`src/hdl/eeprom_loader_pkg.sv`:
```
package eeprom_loader_pkg;

    // ports 0..3 of the switch
    localparam int NUM_PORTS = 4;

    // eeprom word addresses per port
    localparam logic [7:0] EE_ADDR_PORT0 = 8'h68;
    localparam logic [7:0] EE_ADDR_PORT1 = 8'h6a;
    localparam logic [7:0] EE_ADDR_PORT2 = 8'h64;
    localparam logic [7:0] EE_ADDR_PORT3 = 8'h66;

    // word defaults
    localparam logic [15:0] TL_WORD_DEFAULT = 16'h0050;
    localparam logic [15:0] SLOT_WORD_DEFAULT = 16'h0022;
    localparam logic [6:0] TC_MAP_DEFAULT = 7'h7f;

    // slot-configuration word fields
    localparam int SLOT_IMPL_BIT = 0;
    localparam int SLOT_CLK_BIT = 1;
    localparam int DSI_BIT = 2;
    localparam int LOW_PRIORITY_VC_GROUP_BIT = 3;
    localparam int PORT_NUM_LSB = 4;
    localparam int PORT_NUM_MSB = 6;
    localparam int TC_MAP_LSB = 9;
    localparam int TC_MAP_MSB = 15;

    // transaction-layer word fields
    localparam int PORT_DIS_BIT = 0;
    localparam int RST_SEL_BIT = 1;
    localparam int CLK_PM_BIT = 2;
    localparam int PCIPM_L11_BIT = 4;
    localparam int ASPM_L11_BIT = 5;
    localparam int SUBST_BIT = 6;
    localparam int ARB_SEL_BIT = 8;
    localparam int GNT_FAIL_BIT = 9;

    // bus register byte offsets
    localparam int ADDR_W = 8;
    localparam logic [7:0] CTRL_OFS = 8'h00;
    localparam logic [7:0] STATUS_OFS = 8'h04;
    localparam logic [7:0] WORD_BASE_OFS = 8'h10;
    localparam int CTRL_RELOAD_BIT = 0;
    localparam int STATUS_BUSY_BIT = 0;
    localparam int STATUS_DONE_BIT = 1;
    localparam int STATUS_PRESENT_BIT = 2;
    localparam int STATUS_ERR_BIT = 3;

    // cycles for the presence synchroniser to settle
    localparam logic [1:0] SYNC_SETTLE = 2'h3;

    typedef enum logic [1:0] {
        LD_SETTLE,
        LD_REQ,
        LD_WAIT,
        LD_DONE
    } load_state_e;

endpackage

```
`src/hdl/word_port_if.sv`:
```
`timescale 1ns/100ps
interface word_port_if;
    logic load;
    logic restore;
    logic [15:0] wdata;
    logic [15:0] word;
    logic loaded;
    modport store(input load, input restore, input wdata,
                  output word, output loaded);
    modport ctrl(output load, output restore, output wdata,
                 input word, input loaded);
endinterface

```
`src/hdl/eeprom_port_config_loader.sv`:
```
`timescale 1ns/100ps
module eeprom_port_config_loader
    import eeprom_loader_pkg::*;
(
    input wire logic hclk,
    input wire logic hresetn,
    // ahb-lite slave
    input wire logic hsel,
    input wire logic [31:0] haddr,
    input wire logic [1:0] htrans,
    input wire logic hwrite,
    input wire logic [2:0] hsize,
    input wire logic [31:0] hwdata,
    input wire logic hready,
    output logic hreadyout,
    output logic hresp,
    output logic [31:0] hrdata,
    // eeprom word reader
    input wire logic ee_present,
    output logic ee_rd_req,
    output logic [7:0] ee_rd_addr,
    input wire logic ee_rd_ack,
    input wire logic ee_rd_err,
    input wire logic [15:0] ee_rd_data,
    // loader state
    output logic cfg_ready,
    // ports 0 and 1 (index 0 = port 0)
    output logic [1:0] port_disable,
    output logic [1:0] port_reset_sel,
    output logic [1:0] clock_pm_cap,
    output logic [1:0] pcipm_substate11_support,
    output logic [1:0] aspm_substate11_support,
    output logic [1:0] pm_substates_support,
    output logic [1:0] vc_arbitration_select,
    output logic [1:0] grant_fail_mode,
    // ports 2 and 3 (index 0 = port 2)
    output logic [1:0] slot_implemented,
    output logic [1:0] slot_clock_cfg,
    output logic [1:0] dsi_required,
    output logic [1:0] low_priority_vc_group,
    output logic [1:0][2:0] logical_port_num,
    output logic [1:0][6:0] vc0_tc_map
);

    // word stores
    word_port_if wp [NUM_PORTS] ();
    logic [NUM_PORTS-1:0] load_vec;
    logic [NUM_PORTS-1:0] loaded_vec;
    logic [NUM_PORTS-1:0][15:0] word_vec;
    logic [15:0] store_wdata;
    logic restore_all;

    // loader state
    load_state_e state_reg;
    logic [1:0] settle_cnt_reg;
    logic [1:0] fetch_idx_reg;
    logic present_meta_reg;
    logic present_sync_reg;
    logic err_reg;
    logic busy;
    logic ee_word_ok;

    // bus state
    logic pend_reg;
    logic pend_write_reg;
    logic [ADDR_W-1:0] pend_addr_reg;
    logic hreadyout_reg;
    logic [31:0] hrdata_reg;
    logic accept;
    logic complete;
    logic write_fire;
    logic reload_start;
    logic word_hit;
    logic [1:0] word_sel;
    logic [31:0] read_mux;

    // output flops
    logic ee_rd_req_reg;
    logic [7:0] ee_rd_addr_reg;
    logic cfg_ready_reg;
    logic [1:0] port_disable_reg;
    logic [1:0] port_reset_sel_reg;
    logic [1:0] clock_pm_cap_reg;
    logic [1:0] pcipm_l11_reg;
    logic [1:0] aspm_l11_reg;
    logic [1:0] substates_reg;
    logic [1:0] arb_sel_reg;
    logic [1:0] gnt_fail_reg;
    logic [1:0] slot_impl_reg;
    logic [1:0] slot_clk_reg;
    logic [1:0] dsi_reg;
    logic [1:0] low_priority_vc_group_reg;
    logic [1:0][2:0] port_num_reg;
    logic [1:0][6:0] tc_map_reg;

    function automatic logic [7:0] ee_word_addr(input logic [1:0] idx);
        logic [7:0] a;
        a = EE_ADDR_PORT0;
        unique case (idx)
            2'h0: a = EE_ADDR_PORT0;
            2'h1: a = EE_ADDR_PORT1;
            2'h2: a = EE_ADDR_PORT2;
            2'h3: a = EE_ADDR_PORT3;
        endcase
        return a;
    endfunction

    // word stores, tl for ports 0,1 and slot for ports 2,3
    genvar g;
    generate
        for (g = 0; g < NUM_PORTS; g++) begin : g_store
            localparam logic [15:0] DEF =
                (g < 2) ? TL_WORD_DEFAULT : SLOT_WORD_DEFAULT;
            cfg_word_store #(
                .DEFAULT_WORD(DEF)
            ) u_store (
                .hclk(hclk),
                .hresetn(hresetn),
                .wp(wp[g])
            );
            assign wp[g].load = load_vec[g];
            assign wp[g].restore = restore_all;
            assign wp[g].wdata = store_wdata;
            assign word_vec[g] = wp[g].word;
            assign loaded_vec[g] = wp[g].loaded;
        end
    endgenerate

    // presence pin synchroniser
    always_ff @(posedge hclk or negedge hresetn) begin
        if (!hresetn) begin
            present_meta_reg <= 1'b0;
            present_sync_reg <= 1'b0;
        end else begin
            present_meta_reg <= ee_present;
            present_sync_reg <= present_meta_reg;
        end
    end

    assign busy = (state_reg != LD_DONE);
    assign ee_word_ok = (state_reg == LD_WAIT) && ee_rd_ack && !ee_rd_err;
    assign restore_all = reload_start;

    // word load strobes from eeprom or software
    always_comb begin
        load_vec = '0;
        store_wdata = ee_rd_data;
        if (ee_word_ok) begin
            load_vec[fetch_idx_reg] = 1'b1;
        end else if (write_fire && word_hit) begin
            load_vec[word_sel] = 1'b1;
            store_wdata = hwdata[15:0];
        end
    end

    // loader sequence after reset and on reload
    always_ff @(posedge hclk or negedge hresetn) begin
        if (!hresetn) begin
            state_reg <= LD_SETTLE;
            settle_cnt_reg <= 2'h0;
            fetch_idx_reg <= 2'h0;
            ee_rd_req_reg <= 1'b0;
            ee_rd_addr_reg <= 8'h00;
        end else begin
            unique case (state_reg)
                LD_SETTLE: begin
                    settle_cnt_reg <= settle_cnt_reg + 2'h1;
                    if (settle_cnt_reg == SYNC_SETTLE) begin
                        settle_cnt_reg <= 2'h0;
                        fetch_idx_reg <= 2'h0;
                        state_reg <= present_sync_reg ? LD_REQ : LD_DONE;
                    end
                end
                LD_REQ: begin
                    ee_rd_req_reg <= 1'b1;
                    ee_rd_addr_reg <= ee_word_addr(fetch_idx_reg);
                    state_reg <= LD_WAIT;
                end
                LD_WAIT: begin
                    if (ee_rd_ack) begin
                        ee_rd_req_reg <= 1'b0;
                        fetch_idx_reg <= fetch_idx_reg + 2'h1;
                        if (fetch_idx_reg == 2'h3) begin
                            state_reg <= LD_DONE;
                        end else begin
                            state_reg <= LD_REQ;
                        end
                    end
                end
                LD_DONE: begin
                    if (reload_start) begin
                        state_reg <= LD_SETTLE;
                    end
                end
            endcase
        end
    end

    // sticky read error, set wins over reload clear
    always_ff @(posedge hclk or negedge hresetn) begin
        if (!hresetn) begin
            err_reg <= 1'b0;
        end else if ((state_reg == LD_WAIT) && ee_rd_ack && ee_rd_err) begin
            err_reg <= 1'b1;
        end else if (reload_start) begin
            err_reg <= 1'b0;
        end
    end

    always_ff @(posedge hclk or negedge hresetn) begin
        if (!hresetn) begin
            cfg_ready_reg <= 1'b0;
        end else begin
            cfg_ready_reg <= !busy && !reload_start;
        end
    end

    // ahb-lite slave, held in wait while loading
    assign accept = hsel && htrans[1] && hready;
    assign complete = pend_reg && cfg_ready_reg;
    assign write_fire = complete && pend_write_reg;
    assign reload_start = write_fire && (pend_addr_reg == CTRL_OFS) &&
                          hwdata[CTRL_RELOAD_BIT];
    assign word_hit = (pend_addr_reg[ADDR_W-1:4] == WORD_BASE_OFS[7:4]) &&
                      (pend_addr_reg[1:0] == 2'h0);
    assign word_sel = pend_addr_reg[3:2];

    always_ff @(posedge hclk or negedge hresetn) begin
        if (!hresetn) begin
            pend_reg <= 1'b0;
            pend_write_reg <= 1'b0;
            pend_addr_reg <= '0;
            hreadyout_reg <= 1'b1;
        end else if (accept) begin
            pend_reg <= 1'b1;
            pend_write_reg <= hwrite;
            pend_addr_reg <= haddr[ADDR_W-1:0];
            hreadyout_reg <= 1'b0;
        end else if (complete) begin
            pend_reg <= 1'b0;
            hreadyout_reg <= 1'b1;
        end
    end

    always_comb begin
        read_mux = 32'h0000_0000;
        if (pend_addr_reg == STATUS_OFS) begin
            read_mux[STATUS_BUSY_BIT] = busy;
            read_mux[STATUS_DONE_BIT] = cfg_ready_reg;
            read_mux[STATUS_PRESENT_BIT] = present_sync_reg;
            read_mux[STATUS_ERR_BIT] = err_reg;
        end else if (word_hit) begin
            read_mux[15:0] = word_vec[word_sel];
        end
    end

    always_ff @(posedge hclk or negedge hresetn) begin
        if (!hresetn) begin
            hrdata_reg <= 32'h0000_0000;
        end else if (complete && !pend_write_reg) begin
            hrdata_reg <= read_mux;
        end
    end

    // transaction-layer fields, ports 0 and 1
    always_ff @(posedge hclk or negedge hresetn) begin
        if (!hresetn) begin
            port_disable_reg <= {2{TL_WORD_DEFAULT[PORT_DIS_BIT]}};
            port_reset_sel_reg <= {2{TL_WORD_DEFAULT[RST_SEL_BIT]}};
            clock_pm_cap_reg <= {2{TL_WORD_DEFAULT[CLK_PM_BIT]}};
            pcipm_l11_reg <= {2{TL_WORD_DEFAULT[PCIPM_L11_BIT]}};
            aspm_l11_reg <= {2{TL_WORD_DEFAULT[ASPM_L11_BIT]}};
            substates_reg <= {2{TL_WORD_DEFAULT[SUBST_BIT]}};
            arb_sel_reg <= {2{TL_WORD_DEFAULT[ARB_SEL_BIT]}};
            gnt_fail_reg <= {2{TL_WORD_DEFAULT[GNT_FAIL_BIT]}};
        end else begin
            for (int p = 0; p < 2; p++) begin
                port_disable_reg[p] <= word_vec[p][PORT_DIS_BIT];
                port_reset_sel_reg[p] <= word_vec[p][RST_SEL_BIT];
                clock_pm_cap_reg[p] <= word_vec[p][CLK_PM_BIT];
                pcipm_l11_reg[p] <= word_vec[p][PCIPM_L11_BIT];
                aspm_l11_reg[p] <= word_vec[p][ASPM_L11_BIT];
                substates_reg[p] <= word_vec[p][SUBST_BIT];
                arb_sel_reg[p] <= word_vec[p][ARB_SEL_BIT];
                gnt_fail_reg[p] <= word_vec[p][GNT_FAIL_BIT];
            end
        end
    end

    // slot fields, ports 2 and 3
    always_ff @(posedge hclk or negedge hresetn) begin
        if (!hresetn) begin
            slot_impl_reg <= {2{SLOT_WORD_DEFAULT[SLOT_IMPL_BIT]}};
            slot_clk_reg <= {2{SLOT_WORD_DEFAULT[SLOT_CLK_BIT]}};
            dsi_reg <= {2{SLOT_WORD_DEFAULT[DSI_BIT]}};
            low_priority_vc_group_reg <= {2{SLOT_WORD_DEFAULT[LOW_PRIORITY_VC_GROUP_BIT]}};
            port_num_reg <= {2{SLOT_WORD_DEFAULT[PORT_NUM_MSB:PORT_NUM_LSB]}};
            tc_map_reg <= {2{TC_MAP_DEFAULT}};
        end else begin
            for (int p = 0; p < 2; p++) begin
                slot_impl_reg[p] <= word_vec[p+2][SLOT_IMPL_BIT];
                slot_clk_reg[p] <= word_vec[p+2][SLOT_CLK_BIT];
                dsi_reg[p] <= word_vec[p+2][DSI_BIT];
                low_priority_vc_group_reg[p] <= word_vec[p+2][LOW_PRIORITY_VC_GROUP_BIT];
                port_num_reg[p] <=
                    word_vec[p+2][PORT_NUM_MSB:PORT_NUM_LSB];
                if (loaded_vec[p+2]) begin
                    tc_map_reg[p] <=
                        word_vec[p+2][TC_MAP_MSB:TC_MAP_LSB];
                end else begin
                    tc_map_reg[p] <= TC_MAP_DEFAULT;
                end
            end
        end
    end

    assign hreadyout = hreadyout_reg;
    assign hresp = 1'b0;
    assign hrdata = hrdata_reg;
    assign ee_rd_req = ee_rd_req_reg;
    assign ee_rd_addr = ee_rd_addr_reg;
    assign cfg_ready = cfg_ready_reg;
    assign port_disable = port_disable_reg;
    assign port_reset_sel = port_reset_sel_reg;
    assign clock_pm_cap = clock_pm_cap_reg;
    assign pcipm_substate11_support = pcipm_l11_reg;
    assign aspm_substate11_support = aspm_l11_reg;
    assign pm_substates_support = substates_reg;
    assign vc_arbitration_select = arb_sel_reg;
    assign grant_fail_mode = gnt_fail_reg;
    assign slot_implemented = slot_impl_reg;
    assign slot_clock_cfg = slot_clk_reg;
    assign dsi_required = dsi_reg;
    assign low_priority_vc_group = low_priority_vc_group_reg;
    assign logical_port_num = port_num_reg;
    assign vc0_tc_map = tc_map_reg;

endmodule // eeprom_port_config_loader

```
`src/hdl/cfg_word_store.sv`:
```
`timescale 1ns/100ps
module cfg_word_store
    import eeprom_loader_pkg::*;
#(
    parameter logic [15:0] DEFAULT_WORD = 16'h0000
) (
    input wire logic hclk,
    input wire logic hresetn,
    word_port_if.store wp
);

    logic [15:0] word_reg;
    logic loaded_reg;

    // one configuration word, default until loaded
    always_ff @(posedge hclk or negedge hresetn) begin
        if (!hresetn) begin
            word_reg <= DEFAULT_WORD;
            loaded_reg <= 1'b0;
        end else if (wp.load) begin
            word_reg <= wp.wdata;
            loaded_reg <= 1'b1;
        end else if (wp.restore) begin
            word_reg <= DEFAULT_WORD;
            loaded_reg <= 1'b0;
        end
    end

    assign wp.word = word_reg;
    assign wp.loaded = loaded_reg;

endmodule // cfg_word_store

```
`config.mk`:
```
export PLATFORM = sky130hd
export DESIGN_NAME = eeprom_port_config_loader
export DESIGN_NICKNAME = d
export VERILOG_FILES = /design/src/hdl/eeprom_loader_pkg.sv /design/src/hdl/word_port_if.sv /design/src/hdl/eeprom_port_config_loader.sv /design/src/hdl/cfg_word_store.sv
export SDC_FILE = /design/constraint.sdc
export NUM_CORES = 1
export LEC_CHECK = 0
export BUFFER_PORTS_ARGS = -buffer_cell sky130_fd_sc_hd__buf_2
export CORE_UTILIZATION = 40
export CTS_CLUSTER_SIZE = 25
export DETAILED_ROUTE_END_ITERATION = 16
export GPL_TIMING_DRIVEN = 0
export PLACE_DENSITY = 0.73
export SETUP_SLACK_MARGIN = 0.4
export SLEW_MARGIN = 25
export SYNTH_ARGS = -nofsm -noshare
export SYNTH_HDL_FRONTEND = slang
export SYNTH_SLANG_ARGS = --single-unit
```
`constraint.sdc`:
```
create_clock -name hclk -period 4.9 [get_ports hclk]
set_clock_uncertainty 0.05 [all_clocks]
set_input_delay 0.245 -clock hclk [delete_from_list [all_inputs] [get_ports hclk]]
set_output_delay 0.245 -clock hclk [all_outputs]
set_load 0.05 [all_outputs]
```
==> impl_results.md, run 1 <==
- EDFF count, synth: 0
- RSZ-0062 raised after global routing: no
- I/O Buffers: ~120
- Crit path max fanout: 10
- Cells after Synth: around 480
- Req. time, crit path: 5130 ps
- Ratio of cells with drive above 1 in the final layout: a little under two fifths
- Setup Viol. Count Final: 0
- Measured slew at the worst slew-check pin: around 700 ps
- Clk root buf: clkbuf_16
- Worst r2r dst: g_store[0].u_store.wp.word[12]$_DFFE_PN0P_
- Fmax: 430 MHz
- Critical path capture point type: flip-flop
- Rel. slew slack: between 50% and 60%
- Post-cts gate resize count: 0
- Post-synthesis instance area: approximately 0.0065 mm^2
- Startpoint types: flip-flop
- Avg Cell Area, Syn: approximately 14 um^2
- Placed Cells incl. Taps: 834
- Clock sink total: 152
- Static Leak: roughly 4.4 nW
- TNS Setup: 0 ps
- Grt ovf: 0
- CP arrival: 2560 ps
- VDD IR max: between 0.0002 and 0.00025 V
- Largest net degree at the start of global routing: 93
- Maxcap violations: 0
- Async set-reset flop share out of synthesis: 100%
- Most frequent cells in the layout: 121 x dfrtp_1, 120 x buf_2, 81 x mux2i_1
- FF-to-FF Start: pend_addr_reg[1]$_DFFE_PN0P_
- Pre-CTS WS: ~2600 ps
- CTS H-tree lvls: 4
- Max Slew Vio Count: 0
- Routed vias: around 4300
- Clk slew on worst S/H paths: 60 ps
- Cell Rows: 46
- Clock period minus worst slack: roughly 2300 ps
- Vias in the first global route: between 4000 and 5000
- Synth-to-layout area growth: 23.9%
- Die area: 0.0168 mm^2
- TritonRoute pass-1 iters: 4
- Placer Congestion: 0.830
- Reg-to-reg setup timing slack: 2570 ps
- Initial antenna violation count: 0
- Vias per cell: 4.92
- Hold Startpoint: haddr[5]
- # DRC: 0
- Number of diodes: 0
- Finished Layout Cells: between 800 and 900
- Hold Crit Class: primary input to flip-flop
- Tcrit/Tclk final: a little under half
- Core area: 0.0159 mm^2
- Pwr Density: between 600 and 700 mW/mm^2
- WS Path Type: flip-flop to flip-flop
- R2r worst-path depth: 6
- DP HPWL: approximately 11000 um
- Detail Route Antenna Nets: 0
- Worst skew pair latency: about 420 ps
- DRT iter0 DRCs: 371
- Setup ws final: around 2600 ps
- Max Root-Sink Buffers: 2
- Synth warn: 0
- First-pass GRT wire length: roughly 24000 um
- FILL cells: about 1400
- Die width: between 100 and 150 um
- Final wirelength: around 16000 um
- Num CTS Buffers: 17
- Initial Util: 41.0%
- Routed len/inst: 17.8 um
- IO Count: 181
- Most used DFF post-synth: dfrtp_1
- Most common cell after layout, fill and taps aside: dfrtp_1
- Layout Nets: approximately 740
- Flop and latch count out of synthesis: 152
- Overall Global Routing Usage: between 10% and 20%
- Run status: complete, no violations
- Cells on Worst Hold Path: 2
- Number of flip-flops in the largest register: 64
- Pwr Total: ~5.3 mW
- Hold EP: pend_addr_reg[5]$_DFFE_PN0P_
- Final hold violations: 0
- Die Y: approximately 130 um
- CTS tree: yes
- Distinct cells, synth: 44
- Seq/Total Area, Yosys: just under 60%
-- cell usage after synthesis, types with 2 or more instances --
master,number,area (um^2)
mux4_2,16,360
nand2b_1,17,106
nor2b_1,2,12.5
a31oi_1,2,12.5
mux2_2,11,124
nand3_1,2,10.0
ha_1,5,62.6
a21o_1,2,15.0
buf_4,23,173
nor3b_1,3,22.5
nor4b_4,2,47.6
clkbuf_1,8,30.0
and3_1,4,25.0
dfrtp_1,121,3030
buf_6,5,56.3
inv_1,6,22.5
a22oi_1,4,30.0
a22oi_2,2,25.0
mux2i_1,81,811
a22o_1,15,131
nand2_1,70,263
and2_1,2,12.5
buf_2,5,25.0
o21ai_0,7,35.0
a21oi_1,2,10.0
dfstp_2,31,815
nor2_1,17,63.8
-- kinds of logic after synthesis --
| family | Yosys count | share of synthesized area (%) |
|---|---|---|
| other | 1 | 0.0575 |
| multiplexers | 108 | 19.9 |
| buffers and inverters | 50 | 5.30 |
| adder cells (fa/ha/maj) | 5 | 0.960 |
| AO/OA/AOI/OAI | 39 | 4.95 |
| flip-flops | 152 | 58.9 |
| AND/OR/NAND/NOR | 127 | 9.92 |
-- metal layers --
layer | track usage, % | routed length [um] | up-vias
met3 | 3.67 | 730 | 24
met4 | 8.62 | 314 | 0
li1 | - | - | 1969
met1 | 24.7 | 6740 | 2151
met5 | 0 | 0 | -
met2 | 32.1 | 7720 | 134
-- where the power goes --
group          total [mW]  internal [mW]  switching (mW)
logic                1.89          0.613            1.27
registers            2.17           1.84           0.321
clock network        1.22          0.686           0.538
-- worst max-delay path by stage --
stage	start	end	slack (ps)	cells after the start
6_report	pend_addr_reg[1]$_DFFE_PN0P_	g_store[0].u_store.wp.word[12]$_DFFE_PN0P_	2570	6
5_1_grt	pend_addr_reg[5]$_DFFE_PN0P_	g_store[0].u_store.wp.word[1]$_DFFE_PN0P_	2450	5
4_1_cts	pend_write_reg$_DFFE_PN0P_	hrdata[1]$_DFFE_PN0P_	2550	5
3_5_place_dp	pend_write_reg$_DFFE_PN0P_	hrdata[1]$_DFFE_PN0P_	2560	5
3_3_place_gp	hresetn	ee_rd_addr[5]$_DFFE_PN0P_	1590	1
2_1_floorplan	cfg_ready$_DFF_PN0_	g_store[0].u_store.wp.word[6]$_DFFE_PN1P_	2940	6
-- per-stage QoR --
stage | hold WS [ps] | instance area [um^2] | utilization, %
2_1_floorplan | -101 | 6590 | -
3_3_place_gp | 288 | 7440 | 46.8
3_5_place_dp | 254 | 7480 | 47.1
4_1_cts | 4.88 | 8080 | 50.8
5_1_grt | 6.10 | 8080 | 50.8
6_report | 8.70 | 8080 | 50.8
-- worst max-delay path, stage by stage, from the launching register on --
cell and delay, ps:
dfrtp_1 440, nor4_1 480, nand4_1 300, buf_2 300, clkbuf_1 360, nand2_1 180, mux2i_1 80
-- layout make-up --
class                           instances  area, um^2  area share (%)
Sequential cell                       152        3840            47.6
Multi-Input combinational cell        299        2400            29.7
Timing Repair Buffer                  121         658            8.15
Clock buffer                           19         453            5.61
Buffer                                 44         323            4.00
Tap cell                              216         270            3.35
Clock inverter                         13         104            1.29
Inverter                                6        22.5           0.279
-- repair_timing --
item | in CTS | in global routing
setup buffers | 0 | 0
hold endpoints to repair | 71 | 0
hold buffers | 4 | 0
(Power assumes the default switching activity.)
==> inputs of run 2 (changes only) <==
--- a/config.mk
+++ b/config.mk
@@ -10,7 +10,7 @@
 export CTS_CLUSTER_SIZE = 25
 export DETAILED_ROUTE_END_ITERATION = 16
 export GPL_TIMING_DRIVEN = 0
-export PLACE_DENSITY = 0.73
+export PLACE_DENSITY = 0.75
 export SETUP_SLACK_MARGIN = 0.4
 export SLEW_MARGIN = 25
 export SYNTH_ARGS = -nofsm -noshare
==> constraint.sdc (replaced) <==
create_clock -name hclk -period 1.9 [get_ports hclk]
set_clock_uncertainty 0.05 [all_clocks]
set_input_delay 0.095 -clock hclk [delete_from_list [all_inputs] [get_ports hclk]]
set_output_delay 0.095 -clock hclk [all_outputs]
set_load 0.05 [all_outputs]
==> impl_results.md, run 2 (synthesis gave the netlist of run 1 again) <==
- Run status: finished with violations
- Failing checks: setup timing
- Largest net degree at the start of global routing: 98 (+5.4%)
- Top cell family by delay on the critical path: simple AND/OR/NAND/NOR gates
- IO Count: 181 (unchanged)
- Hold Crit Class: primary input to flip-flop
- Pwr Density: 1590 mW/mm^2 (+140%)
- Worst skew pair latency: 410 ps (about the same)
- Psw: 5.60 mW (+160%)
- Req. time, crit path: 2140 ps (-2990 ps)
- Initial antenna violation count: 0 (unchanged)
- Worst stage delay on the critical path: 420 ps (-60 ps)
- First-pass GRT wire length: 26800 um (+13%)
- TNS Setup: -277 ps (-277 ps)
- Synth-to-layout area growth: 41.7%
- Cell Int Power: 9.05 mW (+190%)
- Number of diodes: 0 (unchanged)
- Vias per cell: 5.09 (+3.6%)
- # DRC: 0 (unchanged)
- Max Slew Vio Count: 0 (unchanged)
- Setup ws final: -36.5 ps (-2610 ps)
- Detail Route Antenna Nets: 0 (unchanged)
- Sequential power share: 38.6% (-2.4 points)
- Placed Cells incl. Taps: 834 (unchanged)
- Most common cell after layout, fill and taps aside: dfrtp_1
- Critical path capture point type: flip-flop
- Fmax: 516 MHz (+20%)
- Num CTS Buffers: 17 (unchanged)
- RSZ-0062 raised after global routing: yes
- Static Leak: 4.78 nW (+8.0%)
- DP HPWL: 10800 um (+1.0%)
- Maxcap violations: 0 (unchanged)
- Routed len/inst: 19.2 um (+7.8%)
- Initial Util: 41.0% (unchanged)
- Clock power share: 25.6% (+2.4 points)
- Clock sink total: 152 (unchanged)
- Die width: 130 um (unchanged)
- Setup Viol. Count Final: 18 (+18)
- Crit path buffers/inverters: 2 (unchanged)
- Core area: 0.0159 mm^2 (unchanged)
- Die area: 0.0168 mm^2 (unchanged)
- CTS tree: yes
- Grt ovf: 0 (unchanged)
- Routed vias: 4743 (+11%)
- Core Util, Final: 58.1% (+7.3 points)
- VDD IR max: 0.000766 V (+220%)
- Max Root-Sink Buffers: 2 (unchanged)
- Cell Rows: 46 (unchanged)
- Final wirelength: 17900 um (+15%)
- CP arrival: 2170 ps (-390 ps)
- Startpoint types: flip-flop
- Crit-path slowest cell: dfrtp_1
- WS Path Type: flip-flop to flip-flop
- Die Y: 130 um (unchanged)
- Crit path max fanout: 5 (-5)
- Comb power frac: 35.8% (about the same)
- Clock period minus worst slack: 1940 ps (-391 ps)
- Vias in the first global route: 4832 (+8.0%)
- Finished Layout Cells: 931 (+7.0%)
- Layout Nets: 801 (+8.4%)
- Number of flip-flops in the largest register: 64 (unchanged)
- Tcrit/Tclk final: 102% (+54 points)
- Switch share: 38.2% (-2.2 points)
- I/O Buffers: 116 (unchanged)
- Ratio of cells with drive above 1 in the final layout: 42.9% (+4.6 points)
- Clk slew on worst S/H paths: 60 ps (about the same)
- Worst-path cell chain: nor4b_4 > buf_4 > nand4_4 > buf_12 > mux2i_4 > mux2i_1
- TritonRoute pass-1 iters: 5 (+1)
- CTS H-tree lvls: 4 (unchanged)
- Most frequent cells in the layout: 118 x dfrtp_1, 116 x buf_2, 68 x nand2_1
- Clk root buf: clkbuf_16
- Placer Congestion: 0.788 (-5.0%)
- DRT iter0 DRCs: 310 (-16%)
- Final hold violations: 0 (unchanged)
- Overall Global Routing Usage: 21.8% (+2.5 points)
==> run 2: cell types whose count changed in the layout (fill, tap and decap cells not counted), sizes merged <==
cell	previous run	this run
clkinvlp	2	1
dlygate4sd3	4	45
clkbuf	27	31
bufinv	0	6
inv	14	6
buf	153	173
clkinv	3	2
==> run 2: through the flow <==
stage | setup WS (ps) | hold slack, ps | cell area (um^2) | total power [mW]
6_report | -36.5 | 23.8 | 9230 | 14.7
5_1_grt | -92.3 | 48.1 | 9230 | 15.3
2_1_floorplan | 123 | -251 | 6760 | 9.27
4_1_cts | 6.37 | 9.81 | 9080 | 14.5
3_5_place_dp | -312 | -10.0 | 7650 | 10.5
3_3_place_gp | -1570 | 162 | 7610 | 10.3
==> run 2: tightest hold or removal path: stages <==
cell and delay [ps]:
buf_2 130, mux2i_4 80, mux2i_1 130
==> run 2: metal layers <==
metal,up-vias,part of all wire [%],global-route usage [%]
li1,2086,-,-
met4,0,1.5,6.77
met3,24,6.5,4.83
met5,-,0,0
met1,2429,40,28.1
met2,204,52,36.9
==> run 2: worst paths after layout <==
path                                         startpoint                                    endpoint  slack [ps]  cells past startpoint
setup / recovery           pend_addr_reg[6]$_DFFE_PN0P_   g_store[0].u_store.wp.word[1]$_DFFE_PN0P_         -40                      6
hold / removal                                hwdata[0]   g_store[0].u_store.wp.word[0]$_DFFE_PN0P_          20                      3
setup reg to reg           pend_addr_reg[6]$_DFFE_PN0P_   g_store[0].u_store.wp.word[1]$_DFFE_PN0P_         -40                      6
hold reg to reg              present_meta_reg$_DFF_PN0_                  present_sync_reg$_DFF_PN0_         310                      0
max in group asynchronous                       hresetn                         cfg_ready$_DFF_PN0_         830                      3
min in group asynchronous                       hresetn  g_store[2].u_store.wp.word[13]$_DFFE_PN0P_         140                      2
==> run 2: final cells by class <==
class                      instances  area, um^2
fill                            1211        6650
sequential                       152        3850
multi-input combinational        299        2680
timing repair buffer             183        1350
clock buffer                      22         454
buffer                            44         418
tap                              216         270
clock inverter                     9         198
inverter                           6        22.5
==> run 2: power by group through the flow <==
stage / combinational, mW / sequential, mW / clock, mW
after floorplan: 1.99 / 7.29 / 0
after global placement: 4.76 / 5.57 / 0
after detailed placement: 4.90 / 5.64 / 0
after CTS: 5.12 / 5.61 / 3.78
after global routing: 5.57 / 5.80 / 3.92
final: 5.25 / 5.65 / 3.75
==> run 2: what timing repair did <==
action                                 CTS  global route
endpoints found under the hold margin  122             0
hold buffers                            45             0
gates resized for setup                 36            31
gates cloned                             2             3
setup endpoints to repair               85            88
buffers inserted                        15             1
pin swaps                                6            12
==> inputs of run 3 (changes only) <==
--- a/config.mk
+++ b/config.mk
@@ -5,6 +5,7 @@
 export SDC_FILE = /design/constraint.sdc
 export NUM_CORES = 1
 export LEC_CHECK = 0
+export ABC_AREA = 1
 export BUFFER_PORTS_ARGS = -buffer_cell sky130_fd_sc_hd__buf_2
 export CORE_UTILIZATION = 40
 export CTS_CLUSTER_SIZE = 25
==> impl_results.md, run 3 <==
- Leading area contributor after synthesis: dfrtp_1
- Async set-reset flop share out of synthesis: 100% (unchanged)
- Distinct cells, synth: 36 (-18%)
- Pre-CTS WS: 37.0 ps (+349 ps)
- Maxcap violations: 0 (unchanged)
- TritonRoute pass-1 iters: 9 (+4)
- Critical path capture point type: flip-flop
- Die width: 133 um (+2.3%)
- Initial antenna violation count: 0 (unchanged)
- Hold Startpoint: hwdata[8]
- Detail Route Antenna Nets: 0 (unchanged)
- Cell Int Power: 8.32 mW (-8.1%)
- Cells on Worst Hold Path: 5 (+2)
- Num CTS Buffers: 17 (unchanged)
- DRT iter0 DRCs: 817 (+160%)
- Most frequent cells in the layout: 174 x nand2_1, 119 x buf_2, 118 x dfrtp_1
- CTS H-tree lvls: 4 (unchanged)
- Ratio of cells with drive above 1 in the final layout: 45.2% (+2.3 points)
- Initial Util: 41.1% (about the same)
- Worst r2r dst: g_store[2].u_store.wp.word[4]$_DFFE_PN0P_
- Flop and latch count out of synthesis: 152 (unchanged)
- CP Capture Point: g_store[2].u_store.wp.word[4]$_DFFE_PN0P_
- CP arrival: 2030 ps (-140 ps)
- Clock sink total: 152 (unchanged)
- Post-synth top cells: 243 x nand2_1, 121 x dfrtp_1, 70 x nand4_1
- Seq/Total Area, Yosys: 56.2% (-2.7 points)
- Sequential power share: 38.2% (-0.4 points)
- Largest net degree at the start of global routing: 94 (-4.1%)
- Final wirelength: 22400 um (+25%)
- Clock period minus worst slack: 1770 ps (-167 ps)
- Synth top area share: 44.3% (-2.1 points)
- Hold Crit Class: primary input to flip-flop
- CTS tree: yes
- Cells after Synth: 720 (+49%)
- Max Root-Sink Buffers: 2 (unchanged)
- Placer Congestion: 0.915 (+16%)
- Synth warn: 0 (unchanged)
- Run status: complete, no violations
- Overall Global Routing Usage: 23.5% (+1.7 points)
- M2 GR Usage: 38.7% (+1.8 points)
- Crit path max fanout: 10 (+5)
- Max Slew Vio Count: 0 (unchanged)
- FF-to-FF Start: pend_addr_reg[3]$_DFFE_PN0P_
- Busiest grt layer: met2
- Die area: 0.0176 mm^2 (+4.7%)
- EDFF count, synth: 0 (unchanged)
- I/O Buffers: 116 (unchanged)
- Post-synthesis instance area: 0.00683 mm^2 (+4.8%)
- Core Util, Final: 59.4% (+1.3 points)
- Setup ws final: 131 ps (+167 ps)
- Number of flip-flops in the largest register: 64 (unchanged)
- Reg-to-reg setup timing slack: 130 ps (+170 ps)
- GRT met3 Usage: 4.90% (+0.073 points)
- Top post-synthesis cells by area: dfrtp_1 44%, nand2_1 13%, dfstp_2 12%
- VDD IR max: 0.000719 V (-6.2%)
- FILL cells: 1242 (+2.6%)
- R2r worst-path depth: 8 (+2)
- Startpoint types: flip-flop
- Vias per cell: 5.42 (+6.4%)
- Setup Viol. Count Final: 0 (-18)
- DP HPWL: 13000 um (+20%)
- Met1 usage: 30.5% (+2.4 points)
- Routed len/inst: 18.7 um (-2.7%)
- Grt ovf: 0 (unchanged)
- Synth-to-layout area growth: 44.7%
- Core area: 0.0166 mm^2 (+4.8%)
- Switch share: 41.4% (+3.2 points)
- Avg Cell Area, Syn: 9.49 um^2 (-30%)
- Clock power share: 25.8% (+0.2 points)
- Comb power frac: 36.0% (+0.2 points)
- IO Count: 181 (unchanged)
- Clk slew on worst S/H paths: 70 ps (about the same)
- RSZ-0062 raised after global routing: yes
- # DRC: 0 (unchanged)
- Number of diodes: 0 (unchanged)
- Layout Nets: 1063 (+33%)
- Clk root buf: clkbuf_16
- Most common cell in the synthesized netlist: nand2_1
- Final hold violations: 0 (unchanged)
- Pwr Density: 1440 mW/mm^2 (-9.5%)
- Cell Rows: 47 (+2.2%)
- Most common cell after layout, fill and taps aside: nand2_1
- Fmax: 565 MHz (+9.4%)
- Psw: 5.88 mW (+5.1%)
- First-pass GRT wire length: 31800 um (+18%)
- Tcrit/Tclk final: 93.1% (-8.8 points)
- Vias in the first global route: 5912 (+22%)
- Routed vias: 6496 (+37%)
- Die Y: 133 um (+2.3%)
- WS Path Type: flip-flop to flip-flop
- Worst skew pair latency: 430 ps (+20 ps)
- Crit path from: pend_addr_reg[3]$_DFFE_PN0P_
- Req. time, crit path: 2160 ps (+20 ps)
- Most used DFF post-synth: dfrtp_1
- Static Leak: 5.23 nW (+9.4%)
-- run 3: critical path, cell delays in order (launching register included) --
cell and delay [ps]:
dfrtp_2 490, nor2_4 220, nand3_1 130, nor2_2 140
nand2_2 110, buf_6 160, buf_6 140, nand4_1 150
nand2_2 70
-- run 3: power by group through the flow --
stage	registers, mW	clock network (mW)	logic [mW]
4_1_cts	5.33	3.66	4.71
5_1_grt	5.51	3.79	5.41
3_5_place_dp	5.36	0	4.47
6_report	5.42	3.66	5.11
3_3_place_gp	5.34	0	4.39
2_1_floorplan	7.00	0	1.64
-- run 3: per-layer routing --
metal,routed length [um],part of all wire [%]
met2,10800,48
met3,2000,8.9
met5,0,0
met4,989,4.4
met1,8640,39
-- run 3: logic make-up (layout without fill, tap and decap cells) --
logic type      after synthesis  count (layout)  share of synthesized area, %
flops                       152             152                          56.2
fa+ha+maj                     5               5                         0.916
other cells                   1              20                        0.0549
simple gates                396             397                          29.1
buf+inv                     112             350                          8.46
mux                           5               5                         0.824
compound gates               49              49                          4.45
-- run 3: worst min path at each step --
stage / endpoint / slack (ps)
2_1_floorplan: aspm_substate11_support[0]$_DFF_PN0_ / -250
3_3_place_gp: present_meta_reg$_DFF_PN0_ / 160
3_5_place_dp: hrdata[8]$_DFFE_PN0P_ / 3
4_1_cts: g_store[3].u_store.wp.word[8]$_DFFE_PN0P_ / 10
5_1_grt: g_store[0].u_store.wp.word[8]$_DFFE_PN0P_ / 50
6_report: g_store[0].u_store.wp.word[8]$_DFFE_PN0P_ / 20
-- run 3: area by class of cell --
cell class / instances / area (um^2) / share of cell area (%)
buffer: 49 / 439 / 4.44
clock buffer: 19 / 443 / 4.48
clock inverter: 13 / 191 / 1.94
inverter: 63 / 248 / 2.51
multi-input combinational: 476 / 2950 / 29.8
sequential: 152 / 3850 / 38.9
tap: 220 / 275 / 2.78
timing repair buffer: 206 / 1490 / 15.1
-- run 3: through the flow --
step	hold slack (ps)	total power [mW]	std cells	area (um^2)	TNS, ps
5_1_grt	48.1	14.7	1198	9880	0
6_report	19.5	14.2	1198	9880	0
2_1_floorplan	-251	8.63	739	6980	0
3_5_place_dp	2.96	9.84	1076	7870	0
4_1_cts	11.7	13.7	1177	9280	0
3_3_place_gp	159	9.73	1075	7830	-194880
-- run 3: what timing repair did --
action	CTS	global route
endpoints found under the setup margin	85	86
endpoints found under the hold margin	109	0
gates cloned	5	4
buffers inserted	32	17
hold buffers	32	0
resized for setup	51	117
pin swaps	21	34
